File: config.mk
export PLATFORM = sky130hd
export DESIGN_NAME = rfs_supervisor
export DESIGN_NICKNAME = d
export VERILOG_FILES = /design/src/rtl/rfs_pkg.sv /design/src/rtl/rfs_persist_timer.sv /design/src/rtl/rfs_supervisor.sv
export SDC_FILE = /design/constraint.sdc
export NUM_CORES = 1
export LEC_CHECK = 0
export ABC_AREA = 1
export BUFFER_PORTS_ARGS = -buffer_cell sky130_fd_sc_hd__buf_4
export CAP_MARGIN = 0
export CORE_UTILIZATION = 40
export CTS_CLUSTER_DIAMETER = 30
export DETAILED_ROUTE_END_ITERATION = 10
export SETUP_SLACK_MARGIN = 0.1
export SYNTH_ARGS = -nofsm -noshare
export SYNTH_HDL_FRONTEND = slang
export SYNTH_SLANG_ARGS = --single-unit
File: constraint.sdc
create_clock -name i_ref_clk -period 1.48 [get_ports i_ref_clk]
set_input_delay 0.148 -clock i_ref_clk [delete_from_list [all_inputs] [get_ports i_ref_clk]]
set_output_delay 0.148 -clock i_ref_clk [all_outputs]
set_load 0.02 [all_outputs]
File: src/rtl/rfs_pkg.sv
// rfs_pkg: constants for the regulator fault supervisor
// assumes a 200 MHz reference clock and an AXI4-Lite register bus
package rfs_pkg;
    localparam int          REF_CLK_MHZ        = 200;
    localparam int          OC_TIME_US         = 120;
    localparam int          SEVERE_TIME_US     = 2;
    localparam int          IMBAL_TIME_US      = 1000;
    localparam int          UV_TIME_US         = 1000;
    localparam int          OV_TIME_US         = 1000;
    localparam int          OC_CYCLES          = OC_TIME_US * REF_CLK_MHZ;
    localparam int          SEVERE_MAX_CYCLES  = SEVERE_TIME_US * REF_CLK_MHZ;
    localparam int          MS_CYCLES          = UV_TIME_US * REF_CLK_MHZ;
    localparam int          TIMER_W            = 20;
    // register byte offsets
    localparam logic [11:0] CTRL_OFFSET        = 12'h000;
    localparam logic [11:0] STATUS_OFFSET      = 12'h004;
    localparam logic [11:0] VOLTAGE_SELECT_CODE_OFFSET        = 12'h008;
    // control fields
    localparam int          CTRL_ENABLE_BIT    = 0;
    localparam int          CTRL_SET_A_BIT     = 1;
    localparam int          CTRL_SET_B_BIT     = 2;
    localparam int          CTRL_SET_C_BIT     = 3;
    localparam logic [3:0]  CTRL_RESET_VALUE   = 4'h8;
    localparam logic [5:0]  VOLTAGE_SELECT_CODE_RESET_VALUE   = 6'h0C;
    localparam logic [5:0]  VOLTAGE_SELECT_CODE_MAX_CODE      = 6'h28;
    localparam logic [5:0]  VOLTAGE_SELECT_CODE_BOOT_CODE     = 6'h0C;
    // status fields
    localparam int          ST_OC_BIT          = 0;
    localparam int          ST_SEVERE_BIT      = 1;
    localparam int          ST_IMBAL_BIT       = 2;
    localparam int          ST_UV_BIT          = 3;
    localparam int          ST_OV_BIT          = 4;
    localparam int          ST_ABS_OV_BIT      = 5;
    localparam int          ST_POWER_GOOD_OUT_BIT       = 6;
    localparam int          ST_THERM_BIT       = 7;
    localparam int          ST_TWO_PHASE_BIT   = 8;
    localparam int          ST_DIODE_BIT       = 9;
    localparam int          ST_FAST_BIT        = 10;
    localparam int          ST_CLAMP_BIT       = 11;
    localparam logic [1:0]  AXI_OKAY           = 2'h0;
    localparam logic [1:0]  AXI_SLVERR         = 2'h2;
    typedef enum logic [2:0] {RFS_OFF, RFS_SOFTSTART, RFS_RUN, RFS_FAULT} rfs_state_t;
endpackage : rfs_pkg

File: src/rtl/rfs_persist_timer.sv
// rfs_persist_timer: qualifies a level that must hold for a number of cycles
// assumes the qualifying level is already synchronous to i_ref_clk
`timescale 1ns/1ps
`default_nettype none
module rfs_persist_timer
    import rfs_pkg::*;
#(
    parameter int COUNT = 200
) (
    // clock and reset
    input  wire logic i_ref_clk,
    input  wire logic i_srst,
    // condition
    input  wire logic i_cond,
    output logic      o_expired
);
    typedef struct packed {
        logic [TIMER_W-1:0] count;
        logic               expired;
    } rfs_timer_t;

    rfs_timer_t state_reg;
    rfs_timer_t state_next;

    always_comb begin
        state_next = state_reg;
        // any dropout restarts the interval
        if (!i_cond) begin
            state_next.count   = '0;
            state_next.expired = 1'b0;
        end else if (state_reg.count >= TIMER_W'(COUNT - 1)) begin
            state_next.expired = 1'b1;
        end else begin
            state_next.count = state_reg.count + 1'b1;
        end
    end

    always_ff @(posedge i_ref_clk) begin
        if (i_srst) begin
            state_reg <= '0;
        end else begin
            state_reg <= state_next;
        end
    end

    assign o_expired = state_reg.expired;
endmodule // rfs_persist_timer
`default_nettype wire

File: src/rtl/rfs_supervisor.sv
// rfs_supervisor: fault timers, fault latches, phase drive and slew select
// assumes comparator outputs arrive asynchronous and are synchronised here;
// i_srst is the supply-recycle reset, the enable bit is soft reset of faults
//
// What this block does
// - Overcurrent compares against full setpoint in two-phase, half setpoint in one-phase.
// - Overcurrent below twice setpoint latches fault after 120 us continuous.
// - Overcurrent above twice setpoint three-states phases and drops power-good at once.
// - Two-phase current-sense mismatch above 7.5 mV shuts down after 1 ms.
// - Output below target minus 300 mV for 1 ms latches undervoltage fault.
// - Output above target plus 200 mV for 1 ms latches overvoltage fault.
// - These faults latch power-good low and three-state both phase drives.
// - These faults clear only by enable low or supply reset; then soft-start again.
// - Output above 1.7 V: power-good low, low-side on until below 0.85 V; here enable low also releases the clamp early.
// - Rising above 1.7 V again after turn-off repeats the low-side clamp.
// - The 1.7 V latch survives enable toggles; only supply reset clears it.
// - The 1.7 V detector stays active while enabled, also after other faults.
// - Thermistor below 1.18 V drives thermal alert low at once, nothing else.
// - Slow slew at start-up; fast for changes when efficiency select a is high.
// - Slow source alone in soft-start; fast uses both sources together.
// - Source into slew cap when rising, sink when falling.
// - After enable, ramp slowly to the boot voltage.
// - Six-bit select code: 0 gives 1.500 V, 25 mV down per step, 0x28 gives 0.500 V.
// - Two phases in soft-start and while select c high; else one phase, diode emulation when only a.
//
// Our own choices: the AXI4-Lite register port and the register offsets.
`timescale 1ns/1ps
`default_nettype none
module rfs_supervisor
    import rfs_pkg::*;
#(
    parameter int OC_COUNT    = OC_CYCLES,
    parameter int DELAY_COUNT = MS_CYCLES
) (
    // clock and reset
    input  wire logic        i_ref_clk,
    input  wire logic        i_srst,
    // axi4-lite slave
    input  wire logic [11:0] i_awaddr,
    input  wire logic        i_awvalid,
    output logic             o_awready,
    input  wire logic [31:0] i_wdata,
    input  wire logic [3:0]  i_wstrb,
    input  wire logic        i_wvalid,
    output logic             o_wready,
    output logic [1:0]       o_bresp,
    output logic             o_bvalid,
    input  wire logic        i_bready,
    input  wire logic [11:0] i_araddr,
    input  wire logic        i_arvalid,
    output logic             o_arready,
    output logic [31:0]      o_rdata,
    output logic [1:0]       o_rresp,
    output logic             o_rvalid,
    input  wire logic        i_rready,
    // comparator results, asynchronous
    input  wire logic        i_oc_full,
    input  wire logic        i_oc_half,
    input  wire logic        i_oc_double_full,
    input  wire logic        i_oc_double_half,
    input  wire logic        i_imbalance,
    input  wire logic        i_under_target,
    input  wire logic        i_over_target,
    input  wire logic        i_above_abs_ov,
    input  wire logic        i_below_clamp_release,
    input  wire logic        i_thermistor_low,
    input  wire logic        i_ramp_done,
    // power stage and system
    output logic             o_phase_one_enable,
    output logic             o_phase_two_enable,
    output logic             o_low_side_clamp,
    output logic             o_diode_emulation,
    output logic             o_power_good_out,
    output logic             o_thermal_alert_n,
    // slew control
    output logic             o_slow_slew_current,
    output logic             o_fast_slew_current,
    output logic             o_slew_source,
    output logic [5:0]       o_target_code
);
    localparam int NSYNC = 11;

    typedef struct packed {
        logic [NSYNC-1:0] sync1;
        logic [NSYNC-1:0] sync2;
        rfs_state_t       fsm;
        logic [3:0]       ctrl;
        logic [5:0]       voltage_select_code;
        logic [5:0]       target;
        logic             oc_flt, sev_flt, imb_flt, uv_flt, ov_flt;
        logic             abs_ov, clamp;
        logic             power_good_out;
        logic             slew_down;
        logic             aw_held, w_held;
        logic [11:0]      awaddr;
        logic [31:0]      wdata;
        logic [3:0]       wstrb;
        logic             bvalid;
        logic [1:0]       bresp;
        logic             rvalid;
        logic [1:0]       rresp;
        logic [31:0]      rdata;
    } rfs_sup_t;

    rfs_sup_t s_reg;
    rfs_sup_t s_next;

    logic [NSYNC-1:0] raw;
    logic             oc_full_s, oc_half_s, dbl_full_s, dbl_half_s, imb_s;
    logic             uv_s, ov_s, abs_s, rel_s, therm_s, done_s;
    logic             enabled, two_phase, oc_cond, sev_cond;
    logic             oc_exp, imb_exp, uv_exp, ov_exp;
    logic             any_flt, running;
    logic             wr_fire;
    logic [31:0]      status;

    assign raw = {i_ramp_done, i_thermistor_low, i_below_clamp_release, i_above_abs_ov, i_over_target,
                  i_under_target, i_imbalance, i_oc_double_half, i_oc_double_full, i_oc_half, i_oc_full};
    assign {done_s, therm_s, rel_s, abs_s, ov_s, uv_s, imb_s, dbl_half_s, dbl_full_s, oc_half_s, oc_full_s}
        = s_reg.sync2;

    assign enabled   = s_reg.ctrl[CTRL_ENABLE_BIT];
    assign two_phase = s_reg.ctrl[CTRL_SET_C_BIT];
    assign oc_cond   = two_phase ? oc_full_s : oc_half_s;
    assign sev_cond  = two_phase ? dbl_full_s : dbl_half_s;
    assign running   = (s_reg.fsm == RFS_SOFTSTART) || (s_reg.fsm == RFS_RUN);
    assign any_flt   = s_reg.oc_flt | s_reg.sev_flt | s_reg.imb_flt | s_reg.uv_flt | s_reg.ov_flt | s_reg.abs_ov;

    rfs_persist_timer #(.COUNT(OC_COUNT)) u_oc_timer (
        .i_ref_clk(i_ref_clk), .i_srst(i_srst), .i_cond(oc_cond & running & ~sev_cond), .o_expired(oc_exp)
    );
    rfs_persist_timer #(.COUNT(DELAY_COUNT)) u_imb_timer (
        .i_ref_clk(i_ref_clk), .i_srst(i_srst), .i_cond(imb_s & running & two_phase), .o_expired(imb_exp)
    );
    rfs_persist_timer #(.COUNT(DELAY_COUNT)) u_uv_timer (
        .i_ref_clk(i_ref_clk), .i_srst(i_srst), .i_cond(uv_s & (s_reg.fsm == RFS_RUN)), .o_expired(uv_exp)
    );
    rfs_persist_timer #(.COUNT(DELAY_COUNT)) u_ov_timer (
        .i_ref_clk(i_ref_clk), .i_srst(i_srst), .i_cond(ov_s & running), .o_expired(ov_exp)
    );

    always_comb begin
        status = '0;
        status[ST_OC_BIT]        = s_reg.oc_flt;
        status[ST_SEVERE_BIT]    = s_reg.sev_flt;
        status[ST_IMBAL_BIT]     = s_reg.imb_flt;
        status[ST_UV_BIT]        = s_reg.uv_flt;
        status[ST_OV_BIT]        = s_reg.ov_flt;
        status[ST_ABS_OV_BIT]    = s_reg.abs_ov;
        status[ST_POWER_GOOD_OUT_BIT]     = s_reg.power_good_out;
        status[ST_THERM_BIT]     = therm_s;
        status[ST_TWO_PHASE_BIT] = two_phase;
        status[ST_DIODE_BIT]     = o_diode_emulation;
        status[ST_FAST_BIT]      = o_fast_slew_current;
        status[ST_CLAMP_BIT]     = s_reg.clamp;
    end

    assign wr_fire = s_reg.aw_held & s_reg.w_held & ~s_reg.bvalid;

    always_comb begin
        s_next       = s_reg;
        s_next.sync1 = raw;
        s_next.sync2 = s_reg.sync1;

        // write channel: take address and data in either order
        if (i_awvalid && o_awready) begin
            s_next.aw_held = 1'b1;
            s_next.awaddr  = i_awaddr;
        end
        if (i_wvalid && o_wready) begin
            s_next.w_held = 1'b1;
            s_next.wdata  = i_wdata;
            s_next.wstrb  = i_wstrb;
        end
        if (wr_fire) begin
            s_next.aw_held = 1'b0;
            s_next.w_held  = 1'b0;
            s_next.bvalid  = 1'b1;
            s_next.bresp   = AXI_OKAY;
            unique case (s_reg.awaddr)
                CTRL_OFFSET: if (s_reg.wstrb[0]) s_next.ctrl = s_reg.wdata[3:0];
                VOLTAGE_SELECT_CODE_OFFSET: begin
                    if (s_reg.wstrb[0] && s_reg.wdata[5:0] <= VOLTAGE_SELECT_CODE_MAX_CODE) s_next.voltage_select_code = s_reg.wdata[5:0];
                end
                STATUS_OFFSET: s_next.bresp = AXI_OKAY;
                default: s_next.bresp = AXI_SLVERR;
            endcase
        end
        if (s_reg.bvalid && i_bready) begin
            s_next.bvalid = 1'b0;
        end
        if (i_arvalid && o_arready) begin
            s_next.rvalid = 1'b1;
            s_next.rresp  = AXI_OKAY;
            unique case (i_araddr)
                CTRL_OFFSET:   s_next.rdata = {28'h0000000, s_reg.ctrl};
                STATUS_OFFSET: s_next.rdata = status;
                VOLTAGE_SELECT_CODE_OFFSET:   s_next.rdata = {26'h0000000, s_reg.voltage_select_code};
                default: begin
                    s_next.rdata = 32'h00000000;
                    s_next.rresp = AXI_SLVERR;
                end
            endcase
        end else if (s_reg.rvalid && i_rready) begin
            s_next.rvalid = 1'b0;
        end

        // faults: set wins; enable low clears all but the absolute latch
        if (!enabled) begin
            s_next.oc_flt  = 1'b0;
            s_next.sev_flt = 1'b0;
            s_next.imb_flt = 1'b0;
            s_next.uv_flt  = 1'b0;
            s_next.ov_flt  = 1'b0;
        end
        if (oc_exp)                   s_next.oc_flt  = 1'b1;
        if (sev_cond && running)      s_next.sev_flt = 1'b1;
        if (imb_exp)                  s_next.imb_flt = 1'b1;
        if (uv_exp)                   s_next.uv_flt  = 1'b1;
        if (ov_exp)                   s_next.ov_flt  = 1'b1;

        // absolute level watched whenever enabled, any state
        if (enabled && abs_s) begin
            s_next.abs_ov = 1'b1;
            s_next.clamp  = 1'b1;
        end else if (s_reg.clamp && rel_s) begin
            s_next.clamp = 1'b0;
        end
        if (!enabled) begin
            s_next.clamp = 1'b0;
        end

        unique case (s_reg.fsm)
            RFS_OFF: begin
                s_next.power_good_out = 1'b0;
                // soft-start only from a clean latch set
                if (enabled && !any_flt) begin
                    s_next.fsm    = RFS_SOFTSTART;
                    s_next.target = VOLTAGE_SELECT_CODE_BOOT_CODE;
                end
            end
            RFS_SOFTSTART: begin
                if (!enabled) s_next.fsm = RFS_OFF;
                else if (any_flt) s_next.fsm = RFS_FAULT;
                else if (done_s) begin
                    s_next.fsm    = RFS_RUN;
                    s_next.power_good_out  = 1'b1;
                    s_next.target = s_reg.voltage_select_code;
                end
            end
            RFS_RUN: begin
                s_next.target = s_reg.voltage_select_code;
                // direction must outlive the one cycle in which target lags voltage_select_code
                if (s_reg.voltage_select_code != s_reg.target) s_next.slew_down = (s_reg.voltage_select_code > s_reg.target);
                if (!enabled) s_next.fsm = RFS_OFF;
                else if (any_flt) s_next.fsm = RFS_FAULT;
            end
            RFS_FAULT: begin
                if (!enabled) s_next.fsm = RFS_OFF;
            end
            default: s_next.fsm = RFS_OFF;
        endcase
        // power-good drops the same cycle any latch sets
        if (s_next.oc_flt | s_next.sev_flt | s_next.imb_flt | s_next.uv_flt | s_next.ov_flt | s_next.abs_ov) begin
            s_next.power_good_out = 1'b0;
        end
        if (!enabled) s_next.power_good_out = 1'b0;
    end

    always_ff @(posedge i_ref_clk) begin
        if (i_srst) begin
            s_reg        <= '0;
            s_reg.fsm    <= RFS_OFF;
            s_reg.ctrl   <= CTRL_RESET_VALUE;
            s_reg.voltage_select_code   <= VOLTAGE_SELECT_CODE_RESET_VALUE;
            s_reg.target <= VOLTAGE_SELECT_CODE_BOOT_CODE;
        end else begin
            s_reg <= s_next;
        end
    end

    assign o_awready = ~s_reg.aw_held;
    assign o_wready  = ~s_reg.w_held;
    assign o_bvalid  = s_reg.bvalid;
    assign o_bresp   = s_reg.bresp;
    assign o_arready = ~s_reg.rvalid;
    assign o_rvalid  = s_reg.rvalid;
    assign o_rdata   = s_reg.rdata;
    assign o_rresp   = s_reg.rresp;

    // both drives three-state while any latch is set
    assign o_phase_one_enable  = running & ~any_flt;
    assign o_phase_two_enable  = running & ~any_flt & (two_phase | (s_reg.fsm == RFS_SOFTSTART));
    assign o_low_side_clamp    = s_reg.clamp;
    assign o_diode_emulation   = (s_reg.fsm == RFS_RUN) & ~two_phase & s_reg.ctrl[CTRL_SET_A_BIT]
                               & ~s_reg.ctrl[CTRL_SET_B_BIT];
    assign o_power_good_out    = s_reg.power_good_out;
    assign o_thermal_alert_n   = ~therm_s;
    // slow source always on while ramping; fast adds the second source
    assign o_slow_slew_current = running;
    assign o_fast_slew_current = (s_reg.fsm == RFS_RUN) & s_reg.ctrl[CTRL_SET_A_BIT];
    // lower code means higher voltage: source when the code moves down
    assign o_slew_source       = (s_reg.fsm == RFS_SOFTSTART) | ~s_reg.slew_down;
    assign o_target_code       = s_reg.target;

    property p_severe_trip;
        @(posedge i_ref_clk) disable iff (i_srst)
        (sev_cond && running) |=> !o_power_good_out && !o_phase_one_enable && !o_phase_two_enable;
    endproperty
    a_severe_trip: assert property (p_severe_trip) else $error("severe overcurrent did not shut down");

    property p_fault_holds;
        @(posedge i_ref_clk) disable iff (i_srst)
        (s_reg.uv_flt && enabled) |=> s_reg.uv_flt;
    endproperty
    a_fault_holds: assert property (p_fault_holds) else $error("undervoltage latch cleared while enabled");

    property p_abs_keep;
        @(posedge i_ref_clk) disable iff (i_srst)
        s_reg.abs_ov |=> s_reg.abs_ov;
    endproperty
    a_abs_keep: assert property (p_abs_keep) else $error("absolute overvoltage latch cleared");

    property p_abs_clamp;
        @(posedge i_ref_clk) disable iff (i_srst)
        (enabled && abs_s) |=> o_low_side_clamp && !o_power_good_out;
    endproperty
    a_abs_clamp: assert property (p_abs_clamp) else $error("no clamp on absolute overvoltage");

    property p_clamp_release;
        @(posedge i_ref_clk) disable iff (i_srst)
        (o_low_side_clamp && rel_s && !abs_s) |=> !o_low_side_clamp;
    endproperty
    a_clamp_release: assert property (p_clamp_release) else $error("clamp held past release level");

    property p_thermal;
        @(posedge i_ref_clk) disable iff (i_srst)
        therm_s |-> !o_thermal_alert_n;
    endproperty
    a_thermal: assert property (p_thermal) else $error("thermal alert not asserted");

    property p_drives_off;
        @(posedge i_ref_clk) disable iff (i_srst)
        any_flt |-> !o_phase_one_enable && !o_phase_two_enable;
    endproperty
    a_drives_off: assert property (p_drives_off) else $error("phase driving with fault latched");

    property p_power_good_out_clean;
        @(posedge i_ref_clk) disable iff (i_srst)
        $rose(o_power_good_out) |-> $past(s_reg.fsm) == RFS_SOFTSTART;
    endproperty
    a_power_good_out_clean: assert property (p_power_good_out_clean) else $error("power good without soft-start");

    property p_single_phase;
        @(posedge i_ref_clk) disable iff (i_srst)
        (s_reg.fsm == RFS_RUN && !two_phase) |-> !o_phase_two_enable;
    endproperty
    a_single_phase: assert property (p_single_phase) else $error("phase two on in single phase");

    c_run: cover property (@(posedge i_ref_clk) disable iff (i_srst) $rose(o_power_good_out));
    c_oc: cover property (@(posedge i_ref_clk) disable iff (i_srst) $rose(s_reg.oc_flt));
    c_clamp: cover property (@(posedge i_ref_clk) disable iff (i_srst) $fell(o_low_side_clamp));
    c_fast: cover property (@(posedge i_ref_clk) disable iff (i_srst) $rose(o_fast_slew_current));
endmodule // rfs_supervisor
`default_nettype wire

**Yosys cells after proc, flatten, opt, wreduce, memory -nomap -nowiden**

Index checks and enable logic that the tools add are counted.

- Bits of input ports: 78
- Output and inout port bits: 56
- Register bits after elaboration: 193
- Word-level logic and storage cells: 166

- $add $sub $neg: 4
- Mux-type cells: 32
- Equal/unequal tests: 15
- Magnitude comparators: 6
- Reductions and logical operators: 35
- Bitwise operators: 41

Operators with widths:

| operator | count |
|---|---|
| $add A20 B1 Y20 const B | 4 |
| $ge A20 B18 Y1 const B | 3 |
| $pmux W12 S3 | 1 |
| $eq A12 B3 Y1 const B | 2 |
| $eq A12 B4 Y1 const B | 2 |
| $logic_not A12 Y1 | 2 |
| $mux W6 | 4 |
| $mux W3 | 7 |
| $ge A20 B15 Y1 const B | 1 |
| $pmux W6 S3 | 1 |
| $not A1 Y1 | 15 |
| $and A1 B1 Y1 | 14 |
| $mux W1 | 14 |
| $reduce_or A2 Y1 | 7 |
| $or A1 B1 Y1 | 12 |
| $pmux W3 S4 | 1 |
| $logic_and A1 B1 Y1 | 10 |
| $ne A2 B2 Y1 const B | 5 |
| $reduce_and A3 Y1 | 3 |
| $reduce_or A3 Y1 | 3 |
| $eq A3 B2 Y1 const B | 2 |
| $gt A6 B6 Y1 | 1 |
| $le A6 B6 Y1 const B | 1 |
| $ne A6 B6 Y1 | 1 |
| 14 further kinds | 17 |

**Longest topological paths before layout**

- Depth in word-level cells: 10
- Gate-level depth with buffers: 11
- Depth with buffers taken out: 11

**Modules after synthesis**

Synthesis repeated with hierarchy kept, for this count alone.

- Cells, all modules: 1370
- Area total of the unflattened synthesis: 9195.1 sq um

Modules (own cells, without submodules):

| module | area an instance (sq um) | seq. area each (sq um) | instances | cells each |
|---|---|---|---|---|
| rfs_supervisor | 3987.6 | 1721.7 | 1 | 549 |
| rfs_persist_timer (u_imb_timer ...) | 1325.0 | 420.4 | 3 | 212 |
| rfs_persist_timer (u_oc_timer) | 1232.4 | 420.4 | 1 | 185 |

**Least setup slack after synthesis**

Ideal clock, no wire load.

- Path type: register to register
- Start: register s_reg[113] (netlist name)
- End: register u_ov_timer.state_reg[2] (netlist name)
- Library setup time: 0.064 ns
- Period minus slack after synthesis: 1.778 ns
- Buffers on the path: 1
- Data arrival time: 1.714 ns
- Path slack: -0.298 ns
- Required time: 1.416 ns
- Stages on the path, launching flop included: 10
- Cells stage by stage: dfxtp_1 > inv_1 > ha_1 > inv_1 > nor2_1 > nand2_1 > clkbuf_1 > inv_1 > o21ai_0 > nor2_1

- Cells in the longest elaborated chain, start to end: 5
- Elaborated cells on any way between the ends: 6
- Classes of those cells: eq/ne (2); bitwise (2); reduce/logical (2)

Ends and longest elaborated chain:

| item | RTL line | source |
|---|---|---|
| start, declared | rfs_supervisor.sv:105 | `rfs_sup_t s_reg;` |
| start signal, assigned | rfs_supervisor.sv:278 | `s_reg <= s_next;` |
| $eq A3 B1 Y1 or $eq A3 B2 Y1 (tied branches) | rfs_supervisor.sv:126 | `assign running = (s_reg.fsm == RFS_SOFTSTART) \|\| (s_reg.fsm == RFS_RUN);` |
| $logic_or A1 B1 Y1 (*) | rfs_supervisor.sv:126 |  |
| via o_slow_slew_current | rfs_supervisor.sv:76 | `output logic o_slow_slew_current,` |
| $and A1 B1 Y1 (*) | rfs_supervisor.sv:139 | `.i_ref_clk(i_ref_clk), .i_srst(i_srst), .i_cond(ov_s & running), .o_expired(ov_exp)` |
| $not A1 Y1 (no source line) (*) | - |  |
| $reduce_or A2 Y1 (no source line) (*) | - |  |
| end signal, assigned | rfs_persist_timer.sv:42 | `state_reg <= state_next;` |
| end, declared | rfs_persist_timer.sv:22 | `rfs_timer_t state_reg;` |

Mark *: on every way through the listed nets, which the timed path passes. The rest lies on a longest branch.
A chain may end at the register's enable or synchronous reset.

**Worst setup path after layout**

- Start: register s_reg[113] (netlist name)
- End: output port o_phase_two_enable

- Cells in the longest elaborated chain, start to end: 4
- Elaborated cells on any way between the ends: 6
- Classes of those cells: eq/ne (2); bitwise (3); reduce/logical (1)

Ends and longest elaborated chain:

| item | RTL line | source |
|---|---|---|
| $eq A3 B1 Y1 or $eq A3 B2 Y1 (tied branches) | rfs_supervisor.sv:126, rfs_supervisor.sv:293 |  |
| $logic_or A1 B1 Y1 | rfs_supervisor.sv:126 |  |
| $and A1 B1 Y1 | rfs_supervisor.sv:293 | `assign o_phase_two_enable = running & ~any_flt & (two_phase \| (s_reg.fsm == RFS_SOFTSTART));` |
| $and A1 B1 Y1 (*) | rfs_supervisor.sv:293 |  |
| end, declared | rfs_supervisor.sv:70 | `output logic o_phase_two_enable,` |

Every way passes the cells marked *; elsewhere a longest branch is shown, timed or not.

==> flow_metrics.tcl <==
set metrics [dict create \
    worst_setup_path_end_kind "primary output" \
    regToRegSetupSlack_ns -0.23 \
    syn_area_per_cell_um2 6.832 \
    grt_pass1_vias 8136 \
    layout_setup_ws_ns -0.2346 \
    synth_seq_cells 170 \
    area_growth_pct 46.09 \
    critPathRequiredTime_ns 1.33 \
    final_cells 1815 \
    rr_startpoint "s_reg[113]$_SDFFE_PP0P_" \
    layout-drive-gt1-share 0.3416 \
    synthesis.area_um2 8758 \
    hpwl_um 15690 \
    r2r_end "u_oc_timer.state_reg[6]$_SDFFE_PP0N_" \
    met1_length_um 11390 \
    ctsRootBufferMaster "clkbuf_16" \
    slew_viol_final 0 \
    grtUsageTotal 0.2128 \
    report.final.hold_viol_count 0 \
    mostFrequentLayoutCells "259 x nand2_1, 205 x buf_4, 158 x nor2_1" \
    final_core_util 0.6029 \
    cts_buffers 17 \
    viasPerCell 4.827 \
    die-area_um2 22490 \
    core_um2 21220 \
    cp_top_family "flip-flops" \
    syn_inst 1282 \
    topRoutingLayerUsed "met4" \
    num_rows 53 \
    wl_per_cell_um 13.23 \
    seq_area_frac_synth 0.3886 \
    drtPass1Iterations 5 \
    die_h_um 150.0 \
    rr_worst_depth 10 \
    htreeDepth 4 \
    finalClockSkew_ns 0.01040 \
    worst_setup_path_start_kind "register" \
    crit_chain "inv_4 > ha_4 > inv_8 > nor2_4 > o21a_2 > buf_6" \
    largest_reg_flops 41 \
    boundaryPins 134 \
    grt_pass1_wl_um 38280 \
    cp.depth 6 \
    endpoint "o_phase_two_enable" \
    synthFlopType "dfxtp_1" \
    violations "negative setup slack" \
    routed_wl_um 24010 \
    post-route-period-util 1.158 \
    crit_slowest_cell "dfxtp_4" \
    initial_core_util 0.4127 \
    grt_max_degree 33 \
    grt_overflow 0 \
    wl_met2_um 11320 \
    worst_ep_arrival_time_ns 1.57 \
    critPathLaunch "s_reg[113]$_SDFFE_PP0P_" \
    final-setup-viol-count 77 \
    cp_max_fo 4 \
    gp_congestion 0.8742 \
    ant_nets 0 \
    fmax_mhz 583.2 \
    synthArstFlopShare 0 \
    vias 8761 \
    wl_met3_um 997 \
    synth-warning-count 0 \
    rsz0062_at_grt "true" \
    min_path_type "input port to register" \
    synth_edf_count 0 \
    cts_tree "done" \
    numPortBuffers 82 \
    drc 0 \
    layout_commonest_cell "nand2_1" \
    insertion_delay_ns 0.43 \
    slowest_delay_ns 0.38 \
    antenna_found_initial 0 \
    die_width_um 150.0 \
    ir_drop_v 0.0008095 \
    powerDensity_nw_per_um2 1047 \
    clkTransAtPathRegs_ns 0.07 \
    drv_cap 0 \
    worstSetupPathType "register to primary output" \
    drt_iter0_drc 496 \
    path_buf_inv 3 \
    max-clock-path-buffers 2 \
    status "finished with violations" \
    synth_cell_types 38 \
    finalSetupTns_ns -10.34 \
    p_leak_nw 5.436 \
    total_power_mw 13.40 \
    fin_nets 1620 \
    cts.sinks 170 \
    antenna_cells 0 \
    period_minus_slack_ns 1.715 \
    placed_cells 1707 \
]
[worst register-to-register path, stage by stage, from the launching register on]
cell and delay, ns:
dfxtp_4 0.38, inv_4 0.05, ha_4 0.30, inv_8 0.04, buf_6 0.13, nor2_4 0.13, nand4_1 0.11, buf_6 0.17
buf_12 0.13, buf_16 0.13, a21oi_2 0.10
[Yosys cell counts (all sizes together) (3+ instances only)]
cell type / instances / area (um2)
nand3b: 8 / 63.81
nand4: 31 / 193.9
dfxtp: 170 / 3403
o21a: 4 / 30.03
xor2: 24 / 210.2
inv: 143 / 536.8
ha: 15 / 187.7
a21oi: 109 / 545.5
nand3: 96 / 520.5
a21boi: 5 / 60.06
o21ai: 36 / 183.9
nor3: 12 / 60.06
clkbuf: 22 / 82.58
clkinv: 3 / 11.26
buf: 52 / 397.9
nand2: 311 / 1195
o211ai: 7 / 52.55
nor2: 206 / 803.3
xnor2: 17 / 148.9
and2: 5 / 31.28
[cells by family after synthesis]
group,share of synthesized area
AO/OA/AOI/OAI,0.1029
XOR/XNOR,0.04100
adder cells (fa/ha/maj),0.02143
buffers and inverters,0.1174
flip-flops,0.3886
other,0.0004282
AND/OR/NAND/NOR,0.3283
[power by group]
part | switching, mW | internal [mW]
registers | 0.186 | 4.81
logic | 1.89 | 1.89
clock network | 1.93 | 2.70
total | 4.00 | 9.40
[worst min-delay path by stage]
stage / start / to / depth (start not counted)
floorplan: i_bready / o_bvalid$_SDFFE_PP0P_ / 1
detailed placement: i_bready / o_bvalid$_SDFFE_PP0P_ / 2
finish: i_wdata[2] / s_reg[44]$_SDFFE_PP0P_ / 3
global route: i_rready / o_rvalid$_SDFFE_PP0P_ / 3
CTS: i_wdata[2] / s_reg[44]$_SDFFE_PP0P_ / 3
global placement: i_bready / o_bvalid$_SDFFE_PP0P_ / 2
[what timing repair did]
action	CTS	global route
hold endpoints to repair	29	0
pin swaps	39	51
gates resized for setup	103	164
gates cloned	10	2
hold buffers	29	0
setup endpoints to repair	102	109
buffers inserted	22	18
[final cells by class]
type / instances / area [um2]
inverters: 146 / 565.5
well taps: 275 / 344.1
multi-input cells: 917 / 5349
fillers: 1909 / 8426
clock buffers: 21 / 481.7
clock inverters: 11 / 132.6
repair buffers: 275 / 2469
flip-flops and latches: 170 / 3453
[layer usage]
| metal | track usage | up-vias |
|---|---|---|
| li1 | - | 4519 |
| met1 | 0.2853 | 4028 |
| met2 | 0.3481 | 187 |
| met3 | 0.03750 | 27 |
| met4 | 0.06061 | 0 |
| met5 | 0 | - |
[metrics by stage]
step / setup WS, ns / hold slack [ns] / instance area, um2
after floorplan: 0.06272 / 0.2470 / 9065
after global placement: -0.1927 / 0.3340 / 10500
after detailed placement: -0.2735 / 0.3488 / 10500
after CTS: -0.2452 / 0.008730 / 12150
after global routing: -0.3005 / 0.02136 / 12790
final: -0.2346 / 0.02930 / 12790
Power figures use the tool's default switching activity.
